--- config.mk ---
export PLATFORM = sky130hd
export DESIGN_NAME = pdc_counter
export DESIGN_NICKNAME = d
export VERILOG_FILES = /design/src/pdc_pkg.sv /design/src/pdc_sync.sv /design/src/pdc_latch.sv /design/src/pdc_counter.sv
export SDC_FILE = /design/constraint.sdc
export NUM_CORES = 1
export LEC_CHECK = 0
export ABC_CLOCK_PERIOD_IN_PS = 3200
export BUFFER_PORTS_ARGS = -buffer_cell sky130_fd_sc_hd__buf_2
export CORE_UTILIZATION = 55
export CTS_CLUSTER_DIAMETER = 80
export DETAILED_ROUTE_END_ITERATION = 6
export PLACE_DENSITY_LB_ADDON = 0.05
export RECOVER_POWER = 50
export SLEW_MARGIN = 15
export SYNTH_ARGS = -nofsm -noshare
export SYNTH_HDL_FRONTEND = slang
export SYNTH_SLANG_ARGS = --single-unit
--- constraint.sdc ---
create_clock -name clk -period 3.2 [get_ports clk]
set_input_delay 0.48 -clock clk [delete_from_list [all_inputs] [get_ports clk]]
set_output_delay 0.48 -clock clk [all_outputs]
set_load 0.05 [all_outputs]
--- src/pdc_pkg.sv ---
// constants, state type and mode helpers for the programmable down counter
package pdc_pkg;

  // datapath widths
  localparam int PDC_CNT_W = 16;
  localparam int PDC_PIN_W = 23;

  // values after reset, and the count step of one
  localparam logic [15:0] PDC_CNT_RST = 16'h0000;
  localparam logic [15:0] PDC_CNT_ONE = 16'h0001;
  localparam logic [22:0] PDC_PIN_RST = 23'h00_0000;
  localparam logic PDC_OUT_RST = 1'b0;

  // mode select codes
  localparam logic [2:0] PDC_MODE_LVL = 3'h0;
  localparam logic [2:0] PDC_MODE_LVL_INV = 3'h1;
  localparam logic [2:0] PDC_MODE_PLS = 3'h2;
  localparam logic [2:0] PDC_MODE_PLS_INV = 3'h3;
  localparam logic [2:0] PDC_MODE_HLD = 3'h4;
  localparam logic [2:0] PDC_MODE_HLD_INV = 3'h5;
  localparam logic [2:0] PDC_MODE_ONE = 3'h6;
  localparam logic [2:0] PDC_MODE_FRQ = 3'h7;

  // bit positions inside the synchronised pin bundle
  localparam int PDC_PIN_DATA = 0;
  localparam int PDC_PIN_MODE = 16;
  localparam int PDC_PIN_WR_N = 19;
  localparam int PDC_PIN_CP = 20;
  localparam int PDC_PIN_TRIG = 21;
  localparam int PDC_PIN_CLR_N = 22;

  typedef enum logic [1:0] {
    PDC_IDLE,
    PDC_LOADED,
    PDC_COUNT
  } pdc_state_t;

  // modes whose active output lasts one count-clock period
  function automatic logic pdc_is_pulse(input logic [2:0] mode);
    pdc_is_pulse = (mode != PDC_MODE_LVL) && (mode != PDC_MODE_LVL_INV) &&
                   (mode != PDC_MODE_ONE);
  endfunction : pdc_is_pulse

  // odd timer modes drive the zero output inverted
  function automatic logic pdc_inverts(input logic [2:0] mode);
    pdc_inverts = mode[0] && (mode != PDC_MODE_FRQ);
  endfunction : pdc_inverts

  // count-hold family
  function automatic logic pdc_is_hold(input logic [2:0] mode);
    pdc_is_hold = (mode == PDC_MODE_HLD) || (mode == PDC_MODE_HLD_INV);
  endfunction : pdc_is_hold

endpackage : pdc_pkg

--- src/pdc_sync.sv ---
// two-stage synchroniser for the asynchronous input pins
`timescale 1ns/1ps
module pdc_sync import pdc_pkg::*; (
  input wire logic clk,
  input wire logic sys_rst,
  input wire logic [PDC_PIN_W-1:0] pins_in,
  output logic [PDC_PIN_W-1:0] pins_out
);

  typedef struct packed {
    logic [PDC_PIN_W-1:0] s1;
    logic [PDC_PIN_W-1:0] s2;
  } pdc_sync_t;

  pdc_sync_t r;
  pdc_sync_t next_r;

  // first stage feeds only the second stage
  always_comb begin
    next_r = r;
    next_r.s1 = pins_in;
    next_r.s2 = r.s1;
  end

  always_ff @(posedge clk or posedge sys_rst) begin
    if (sys_rst) begin
      r <= {PDC_PIN_RST, PDC_PIN_RST};
    end else begin
      r <= next_r;
    end
  end

  assign pins_out = r.s2;

endmodule : pdc_sync

--- src/pdc_latch.sv ---
// preset latch: follows data while the strobe is low, holds once high
`timescale 1ns/1ps
module pdc_latch import pdc_pkg::*; (
  input wire logic clk,
  input wire logic sys_rst,
  input wire logic [PDC_CNT_W-1:0] data_in,
  input wire logic preset_write_n,
  output logic [PDC_CNT_W-1:0] preset_value
);

  typedef struct packed {
    logic [PDC_CNT_W-1:0] val;
  } pdc_latch_t;

  pdc_latch_t r;
  pdc_latch_t next_r;

  // transparent while low, so the value held is the last seen before the rise
  always_comb begin
    next_r = r;
    if (!preset_write_n) begin
      next_r.val = data_in;
    end
  end

  always_ff @(posedge clk or posedge sys_rst) begin
    if (sys_rst) begin
      r <= PDC_CNT_RST;
    end else begin
      r <= next_r;
    end
  end

  assign preset_value = r.val;

endmodule : pdc_latch

--- src/pdc_counter.sv ---
// programmable down counter: mode decode, count engine and outputs
`timescale 1ns/1ps
// Functional notes
// - mode_select picks level, pulse, hold, one-shot or frequency modes
// - trigger high loads the preset into the counter on each count edge, except while a hold mode counts down
// - first count edge after trigger falls starts the decrement
// - level modes hold zero output active at zero; half output toggles
// - level modes: next trigger clears the zero output
// - odd timer modes invert the zero output of the even mode; half output is the same
// - pulse modes: zero output active one count period; half toggles
// - hold modes: trigger during count-down freezes the count
// - hold modes: reload accepted in every state except while counting down
// - hold modes: one-period pulse plus half toggle at zero
// - one-shot: edge that starts count-down raises the zero output
// - one-shot: zero drops the zero output and toggles half
// - one-shot: trigger before zero reloads without touching output
// - preset zero halts counting; host avoids preset one in one-shot
// - frequency mode starts counting on first edge after trigger falls
// - frequency mode: one-period pulse at zero, half toggles on its rise
// - frequency mode reloads on the edge ending the pulse, runs on
// - preset latch transparent while strobe low, captures on its rise
// - frequency mode runs until master clear
// - inverted modes toggle half on the falling zero output
module pdc_counter import pdc_pkg::*; (
  input wire logic clk,
  input wire logic sys_rst,
  input wire logic count_clock,
  input wire logic ext_trigger,
  input wire logic master_clear_n,
  input wire logic [2:0] mode_select,
  input wire logic [PDC_CNT_W-1:0] preset_value_in,
  input wire logic preset_write_n,
  output logic zero_out,
  output logic half_out
);

  typedef struct packed {
    pdc_state_t state;
    logic [PDC_CNT_W-1:0] cnt;
    logic q_act;
    logic half;
    logic zero_out;
    logic cp_prev;
  } pdc_core_t;

  pdc_core_t r;
  pdc_core_t next_r;

  logic [PDC_PIN_W-1:0] pins_s;
  logic [PDC_CNT_W-1:0] preset;
  logic cp_s;
  logic trig_s;
  logic clr_n_s;
  logic [2:0] mode_s;
  logic cp_rise;
  logic [PDC_CNT_W-1:0] dec;

  // every pin crosses two flops before any logic sees it
  pdc_sync u_sync (
    .clk(clk),
    .sys_rst(sys_rst),
    .pins_in({master_clear_n, ext_trigger, count_clock, preset_write_n,
              mode_select, preset_value_in}),
    .pins_out(pins_s)
  );

  // sixteen-bit preset held independent of mode
  pdc_latch u_latch (
    .clk(clk),
    .sys_rst(sys_rst),
    .data_in(pins_s[PDC_PIN_DATA +: PDC_CNT_W]),
    .preset_write_n(pins_s[PDC_PIN_WR_N]),
    .preset_value(preset)
  );

  // unpack the synchronised bundle
  assign cp_s = pins_s[PDC_PIN_CP];
  assign trig_s = pins_s[PDC_PIN_TRIG];
  assign clr_n_s = pins_s[PDC_PIN_CLR_N];
  assign mode_s = pins_s[PDC_PIN_MODE +: 3];
  assign cp_rise = cp_s && !r.cp_prev;
  assign dec = r.cnt - PDC_CNT_ONE;

  // count engine, advanced only on a count-clock rising edge
  always_comb begin
    next_r = r;
    next_r.cp_prev = cp_s;
    if (!clr_n_s) begin
      // clear wins over everything, even a running generator
      next_r.state = PDC_IDLE;
      next_r.cnt = PDC_CNT_RST;
      next_r.q_act = PDC_OUT_RST;
      next_r.half = PDC_OUT_RST;
    end else if (cp_rise) begin
      // a one-period pulse ends on the following count edge
      if (r.q_act && pdc_is_pulse(mode_s)) begin
        next_r.q_act = 1'b0;
      end
      if (trig_s) begin
        if (pdc_is_hold(mode_s) && r.state == PDC_COUNT) begin
          next_r.q_act = r.q_act; // frozen count
        end else begin
          next_r.cnt = preset;
          next_r.state = PDC_LOADED;
          if (mode_s != PDC_MODE_ONE) begin
            next_r.q_act = 1'b0;
          end
        end
      end else begin
        case (r.state)
          PDC_LOADED: begin
            if (r.cnt == PDC_CNT_RST) begin
              next_r.state = PDC_IDLE; // zero preset idles
            end else begin
              next_r.state = PDC_COUNT;
              next_r.cnt = dec;
              if (mode_s == PDC_MODE_ONE) begin
                next_r.q_act = 1'b1;
              end
              if (dec == PDC_CNT_RST) begin
                next_r.half = !r.half;
                next_r.q_act = (mode_s != PDC_MODE_ONE);
                next_r.state = (mode_s == PDC_MODE_FRQ) ? PDC_COUNT : PDC_IDLE;
              end
            end
          end
          PDC_COUNT: begin
            if (r.cnt == PDC_CNT_RST) begin
              // generator reloads on the edge that ends its pulse
              next_r.cnt = preset;
              next_r.state = (preset == PDC_CNT_RST) ? PDC_IDLE : PDC_COUNT;
            end else begin
              next_r.cnt = dec;
              if (dec == PDC_CNT_RST) begin
                // half follows the active edge, the falling pin in odd timer modes
                next_r.half = !r.half;
                next_r.q_act = (mode_s != PDC_MODE_ONE);
                next_r.state = (mode_s == PDC_MODE_FRQ) ? PDC_COUNT : PDC_IDLE;
              end
            end
          end
          default: begin
            next_r.state = PDC_IDLE;
          end
        endcase
      end
    end
    // registered pin level; odd timer modes invert
    next_r.zero_out = next_r.q_act ^ pdc_inverts(mode_s);
  end

  always_ff @(posedge clk or posedge sys_rst) begin
    if (sys_rst) begin
      r <= '{state: PDC_IDLE, cnt: PDC_CNT_RST, q_act: PDC_OUT_RST,
             half: PDC_OUT_RST, zero_out: PDC_OUT_RST, cp_prev: PDC_OUT_RST};
    end else begin
      r <= next_r;
    end
  end

  assign zero_out = r.zero_out;
  assign half_out = r.half;
endmodule : pdc_counter

==> results of run 1 <==
[per-layer routing]
layer	global-route usage, %	vias to the layer above	share of wire, %	routed length (um)
li1	-	1144	-	-
met1	32.4	1171	48	3120
met2	32.3	90	44	2900
met3	6.81	13	5.8	381
met4	9.82	0	2.1	135
met5	0	-	0	0
[state kept, by name, summed over array words and instances (netlist names)]
register / count
u_sync.pins_out: 23
u_sync.next_r: 23
r: 20
u_latch.preset_value: 16
zero_out: 1
half_out: 1
[area by class of cell]
class                   count  area share, %
inverters                  10          0.969
clock buffers               9           3.09
well taps                  75           2.34
clock inverters             7           3.31
multi-input cells         193           33.7
flip-flops and latches     84           52.5
repair buffers             31           4.10
[placed cells by master, fill, tap and decap left out, drive strengths merged, types with 4 or more instances in the layout]
cell type   n
buf        30
a21oi      13
ha          5
inv        11
nand2      25
nor2       25
o21ai      23
a22oi       8
clkbuf     10
o2111ai     4
mux2       18
o31ai       9
or4         5
nor4        8
nand3       9
dfrtp      84
[metrics by stage]
stage	power, mW	instances	hold WS, ns	utilization (%)
final	2.35	409	0.213	66.0
after global routing	2.45	409	0.196	66.0
after CTS	2.37	409	0.0679	66.1
after detailed placement	1.43	393	0.335	61.9
after global placement	1.43	393	0.331	61.9
after floorplan	1.36	297	0.331	-
[cells by family (layout without fill, tap and decap cells)]
family / Yosys count / in the layout / share of synthesized area, %
xor gates and xnor gates: 6 / 6 / 2.02
muxes: 20 / 20 / 6.41
adders and majority gates: 5 / 5 / 1.77
AOI/OAI and AO/OA: 71 / 71 / 13.8
DFF: 84 / 84 / 59.5
and+or+nand+nor: 91 / 91 / 14.2
buffers and inverters: 20 / 57 / 2.34
[cell usage after synthesis, drive strengths merged, types with 2 or more instances]
library cell,n
xnor2,3
nor2,25
ha,5
nor4,8
nand3,9
inv,10
nand2,25
nor3,2
buf,5
xor2,3
a32oi,2
or4,5
a22oi,8
o2111ai,4
nand4,3
dfrtp,84
or2,2
and3,3
o21ai,23
clkbuf,5
mux2,18
nor2b,3
o31ai,9
a21oi,13
mux2i,2
[critical path, stage by stage (launching register included)]
cell and delay (ns):
dfrtp_1 0.47, inv_1 0.19, ha_1 0.34, nor3b_1 0.23, buf_4 0.17, nand2_1 0.06
xor2_1 0.22, o2111ai_1 0.25, o31a_2 0.36, a211o_1 0.25, nor2b_1 0.13
[power groups by stage]
stage	Sequential (mW)	Combinational [mW]	Clock, mW
after floorplan	1.17	0.190	0
after global placement	1.18	0.244	0
after detailed placement	1.18	0.248	0
after CTS	1.16	0.250	0.958
after global routing	1.17	0.276	1.01
final	1.16	0.248	0.937
[worst min path at each step]
| stage | from | to | slack, ns |
|---|---|---|---|
| global placement | u_sync.next_r[19]$_DFF_PP0_ | u_sync.pins_out[19]$_DFF_PP0_ | 0.33 |
| floorplan | u_sync.next_r[0]$_DFF_PP0_ | u_sync.pins_out[0]$_DFF_PP0_ | 0.33 |
| detailed placement | u_sync.next_r[13]$_DFF_PP0_ | u_sync.pins_out[13]$_DFF_PP0_ | 0.33 |
| CTS | sys_rst | u_sync.next_r[0]$_DFF_PP0_ | 0.07 |
| global route | preset_value_in[10] | u_sync.next_r[10]$_DFF_PP0_ | 0.20 |
| finish | preset_value_in[14] | u_sync.next_r[14]$_DFF_PP0_ | 0.21 |
==> run metrics, run 1 <==
outcome=finished with violations; failing checks=max-capacitance violations, max-slew violations; io pins=27; CTS Buf Count=9; Placement Setup Slack=0.480 ns; Starting Density=58.3%; antenna viol nets, final=0; storage element area=2100 um^2; area of the mapped netlist=3530 um^2; detailed placement HPWL=4500 um; Min-Delay Path Depth=1; drt total wl=6540 um; vias in the first global route=2330; Post-Syn Instances=297; Async S/R FF share, synth=100%; worst r2r dst=r[3]$_DFF_PP0_; Reg-to-Reg Start=r[4]$_DFFE_PP0P_; CP max FO=8; Post-synth EDFFs=0; Fin. Hold Viols=0; fin crit share=87.4%; required time worst endpoint=3.45 ns; Crit. End Element=flip-flop; Routed wire per std cell=16.0 um; CTS clock-pin slew for the worst setup and hold paths=0.09 ns; minimum clock period=2.80 ns; net count after synthesis=327; Area contributors post-synth=dfrtp_1 (60%), mux2_2 (5.4%), o21ai_0 (3.1%); ratio of cells with drive above 1 in the final layout=24.3%; setup ws final=0.405 ns; CTS H-tree depth=3; drt pass-1 iters=5; Hold Path Class=input pin to flip-flop; CTS Buffer Depth=2; Yosys top cell area share=59.5%; Sw Share=25.3%; Rows=28; sequential fraction of design power=49.5%; All-Layer GR Usage=22.7%; PostCTS Resize Cnt=0; Setup TNS=0 ns; launch point of the worst path=r[4]$_DFFE_PP0P_; full die area=6750 um^2; Least-Margin Pin Slew=1.59 ns; Seq/Total Area, Yosys=59.5%; Rel. slew slack=-6.24%; Antenna diodes=0; post-synthesis cell type count=54; combinational share of power=10.6%; NetSw=595 uW; Fmax=358 MHz; root buffer cell=clkbuf_8; RSZ-0062 raised after global routing=false; Yosys warnings=0; Synth Flop Type=dfrtp_1; initial antenna violation count=0; area leader, netlist=dfrtp_1; CTS tree=built; placed instance area=3750 um^2; vias per inst=5.91; Remaining DRCs=0; postcts setup bufs=0; synthesis-stage register bit count=84; Pwr Density=587 nW/um^2; worst-skew pair later-pin latency=0.36 ns; Port Buffers=26; flop2flop setup slack=0.40 ns; multi-input logic area=1350 um^2; first-pass GRT wire length=11000 um; CTS sink count=84; Final setup viols=0; GPL Wtd Cong=0.951; largest net degree at the start of global routing=33; vias after detailed routing=2418; Layout Nets=359; fin. max-slew vios=32; Worst setup SP type=flip-flop; Layout Skew=0.00781 ns; Mapped Avg Cell Area=11.9 um^2; area delta synth->final=13.3%; clock share of power=39.9%; # fillers=445; Setup CP Type=flip-flop to flip-flop; final instance area=4000 um^2; Horiz. Die Dim=82.1 um; Max-cap violations=1; Die H=82.1 um; grt ovf=0; WP data arrival=3.04 ns; initial drt markers=170; CP endpoint=r[3]$_DFF_PP0_; Pint=1.75 mW; IR Drop Worst-Case VDD=486 uV; core area=6060 um^2; P_leak=1.77 nW; Worst R2R Path Depth=10; cts-stage hold buffer count=0
Power figures use the tool's default switching activity.
==> inputs of run 2 (changes only) <==
==> constraint.sdc (replaced) <==
create_clock -name clk -period 3.2 [get_ports clk]
set_input_delay 0.16 -clock clk [delete_from_list [all_inputs] [get_ports clk]]
set_output_delay 0.16 -clock clk [all_outputs]
set_load 0.05 [all_outputs]
==> run 2 against run 1 <==
The run still ends with max-capacitance violations, max-slew violations left. Design area is 4.9% higher. Clock skew is 0.0057 ns higher. Via count is 5.5% higher. Final cell count is 5.9% higher. Worst hold slack better by 0.14 ns. Combinational power is 10% higher. Sequential cell count stayed put. Clock power is 16% lower. Sequential share of layout area is 2.4 points lower.
==> run metrics, run 2 (synthesized netlist as in run 1, its figures left out) <==
outcome=finished with violations (unchanged); failing checks=max-capacitance violations, max-slew violations (unchanged); largest net degree at the start of global routing=51 (was 33); antenna viol nets, final=0 (unchanged); Layout Skew=0.0135 ns (was 0.00781 ns); # fillers=439 (was 445); hold path endpoint=u_sync.pins_out[2]$_DFF_PP0_ (was u_sync.next_r[14]$_DFF_PP0_); fin crit share=88.3% (was 87.4%); initial drt markers=198 (was 170); Worst R2R Path Depth=10 (unchanged); Hold Path Class=flip-flop to flip-flop (was input pin to flip-flop); max incr delay on CP=0.48 ns (was 0.47 ns); required time worst endpoint=3.43 ns (was 3.45 ns); P_leak=1.84 nW (was 1.77 nW); Max-cap violations=1 (unchanged); initial antenna violation count=0 (unchanged); full die area=6750 um^2 (unchanged); CTS tree=built (unchanged); WP data arrival=3.06 ns (was 3.04 ns); drt total wl=7230 um (was 6540 um); most common cell after layout, fill and taps aside=dfrtp_1 (unchanged); fin. max-slew vios=51 (was 32); Remaining DRCs=0 (unchanged); RSZ-0062 raised after global routing=false (unchanged); io pins=27 (unchanged); CTS sink count=84 (unchanged); most frequent cells in the layout=dfrtp_1 (84), nand2_1 (25), buf_2 (25), dlygate4sd3_1 (24) (was dfrtp_1 (84), buf_2 (26), nand2_1 (25), nor2_1 (22), o21ai_0 (22)); vias in the first global route=2436 (was 2330); flop2flop setup slack=0.37 ns (was 0.40 ns); placed instance area=3750 um^2 (unchanged); Fmax=354 MHz (was 358 MHz); Port Buffers=26 (unchanged); Min-Delay Path Depth=0 (was 1); Crit. End Element=flip-flop (unchanged); Slowest cell on crit path=dfrtp_1 (unchanged); GPL Wtd Cong=0.941 (was 0.951); area delta synth->final=18.8% (was 13.3%); Die H=82.1 um (unchanged); CTS clock-pin slew for the worst setup and hold paths=0.09 ns (about the same); core occupancy in the finished layout=69.3% (was 66.0%); cts-stage hold buffer count=24 (was 0); core area=6060 um^2 (unchanged); detailed placement HPWL=4600 um (was 4500 um); All-Layer GR Usage=24.6% (was 22.7%); Horiz. Die Dim=82.1 um (unchanged); Rows=28 (unchanged); Worst setup SP type=flip-flop (unchanged); CTS Buf Count=9 (unchanged); Placement Setup Slack=0.429 ns (was 0.480 ns); storage element area=2100 um^2 (unchanged); Fin. Hold Viols=0 (unchanged); Antenna diodes=0 (unchanged); drt pass-1 iters=5 (unchanged); vias per inst=5.89 (was 5.91); Final setup viols=0 (unchanged); Worst Hold Launch=u_sync.next_r[2]$_DFF_PP0_ (was preset_value_in[14]); CP max FO=8 (unchanged); Rel. slew slack=-34.9% (was -6.24%); Least-Margin Pin Slew=2.01 ns (was 1.59 ns); CTS H-tree depth=3 (unchanged); Reg-to-Reg Start=r[4]$_DFFE_PP0P_ (unchanged); CTS Buffer Depth=2 (unchanged); minimum clock period=2.83 ns (was 2.80 ns); multi-input logic area=1350 um^2 (unchanged); Starting Density=58.3% (unchanged); critical path, cell by cell=inv_1 -> ha_1 -> nor3b_1 -> buf_4 -> nand2_1 -> xor2_1 -> o2111ai_1 -> o31a_2 -> a211o_1 -> nor2b_1 (unchanged); Layout Nets=383 (was 359); IR Drop Worst-Case VDD=416 uV (was 486 uV); grt ovf=0 (unchanged); Pwr Density=531 nW/um^2 (was 587 nW/um^2); first-pass GRT wire length=11800 um (was 11000 um); vias after detailed routing=2552 (was 2418); setup ws final=0.374 ns (was 0.405 ns); Setup TNS=0 ns (unchanged); Setup CP Type=flip-flop to flip-flop (unchanged); ratio of cells with drive above 1 in the final layout=22.6% (was 24.3%); worst-skew pair later-pin latency=0.36 ns (about the same); worst r2r dst=r[3]$_DFF_PP0_ (unchanged); Routed wire per std cell=16.7 um (was 16.0 um); root buffer cell=clkbuf_8 (unchanged); postcts setup bufs=0 (unchanged); final instance area=4200 um^2 (was 4000 um^2); PostCTS Resize Cnt=0 (unchanged)
[run 2: report_power, final]
group / switching, mW / total (mW) / internal [mW]
clock network: 0.399 / 0.789 / 0.390
logic: 0.152 / 0.274 / 0.122
registers: 0.0451 / 1.16 / 1.12
total: 0.595 / 2.23 / 1.63
[run 2: cell type report]
class,instances,share of cell area [%]
clock buffers,10,3.28
multi-input cells,193,32.1
clock inverters,6,1.70
flip-flops and latches,84,50.1
inverters,10,0.924
well taps,75,2.24
repair buffers,55,9.69
[run 2: how the worst max path moves through the flow]
stage                     start              to  slack (ns)
3_5_place_dp   r[4]$_DFFE_PP0P_  r[3]$_DFF_PP0_        0.43
2_1_floorplan  r[4]$_DFFE_PP0P_  r[3]$_DFF_PP0_        0.63
6_report       r[4]$_DFFE_PP0P_  r[3]$_DFF_PP0_        0.37
5_1_grt        r[4]$_DFFE_PP0P_  r[3]$_DFF_PP0_        0.14
4_1_cts        r[4]$_DFFE_PP0P_  r[3]$_DFF_PP0_        0.39
3_3_place_gp   r[4]$_DFFE_PP0P_  r[3]$_DFF_PP0_        0.63
[run 2: worst max-delay path, delay by kind of cell, from the launching register on]
| kind | cells | cell delay (ns) |
|---|---|---|
| compound gates | 3 | 0.83 |
| flops | 1 | 0.48 |
| simple gates | 3 | 0.43 |
| buf+inv | 2 | 0.37 |
| fa+ha+maj | 1 | 0.35 |
| xor+xnor | 1 | 0.23 |
[run 2: per-stage QoR]
| stage | cells | total power, mW | hold WS (ns) |
|---|---|---|---|
| 6_report | 433 | 2.23 | 0.353 |
| 5_1_grt | 433 | 2.32 | 0.364 |
| 4_1_cts | 433 | 2.24 | 0.354 |
| 3_5_place_dp | 393 | 1.43 | 0.269 |
| 3_3_place_gp | 393 | 1.43 | 0.267 |
| 2_1_floorplan | 297 | 1.36 | 0.191 |
[run 2: per-layer routing]
layer / vias up / GRT usage (%) / part of all wire, %
li1: 1192 / - / -
met1: 1264 / 34.4 / 46
met2: 86 / 37.9 / 48
met3: 10 / 5.93 / 5.2
met4: 0 / 8.07 / 0.95
met5: - / 0 / 0
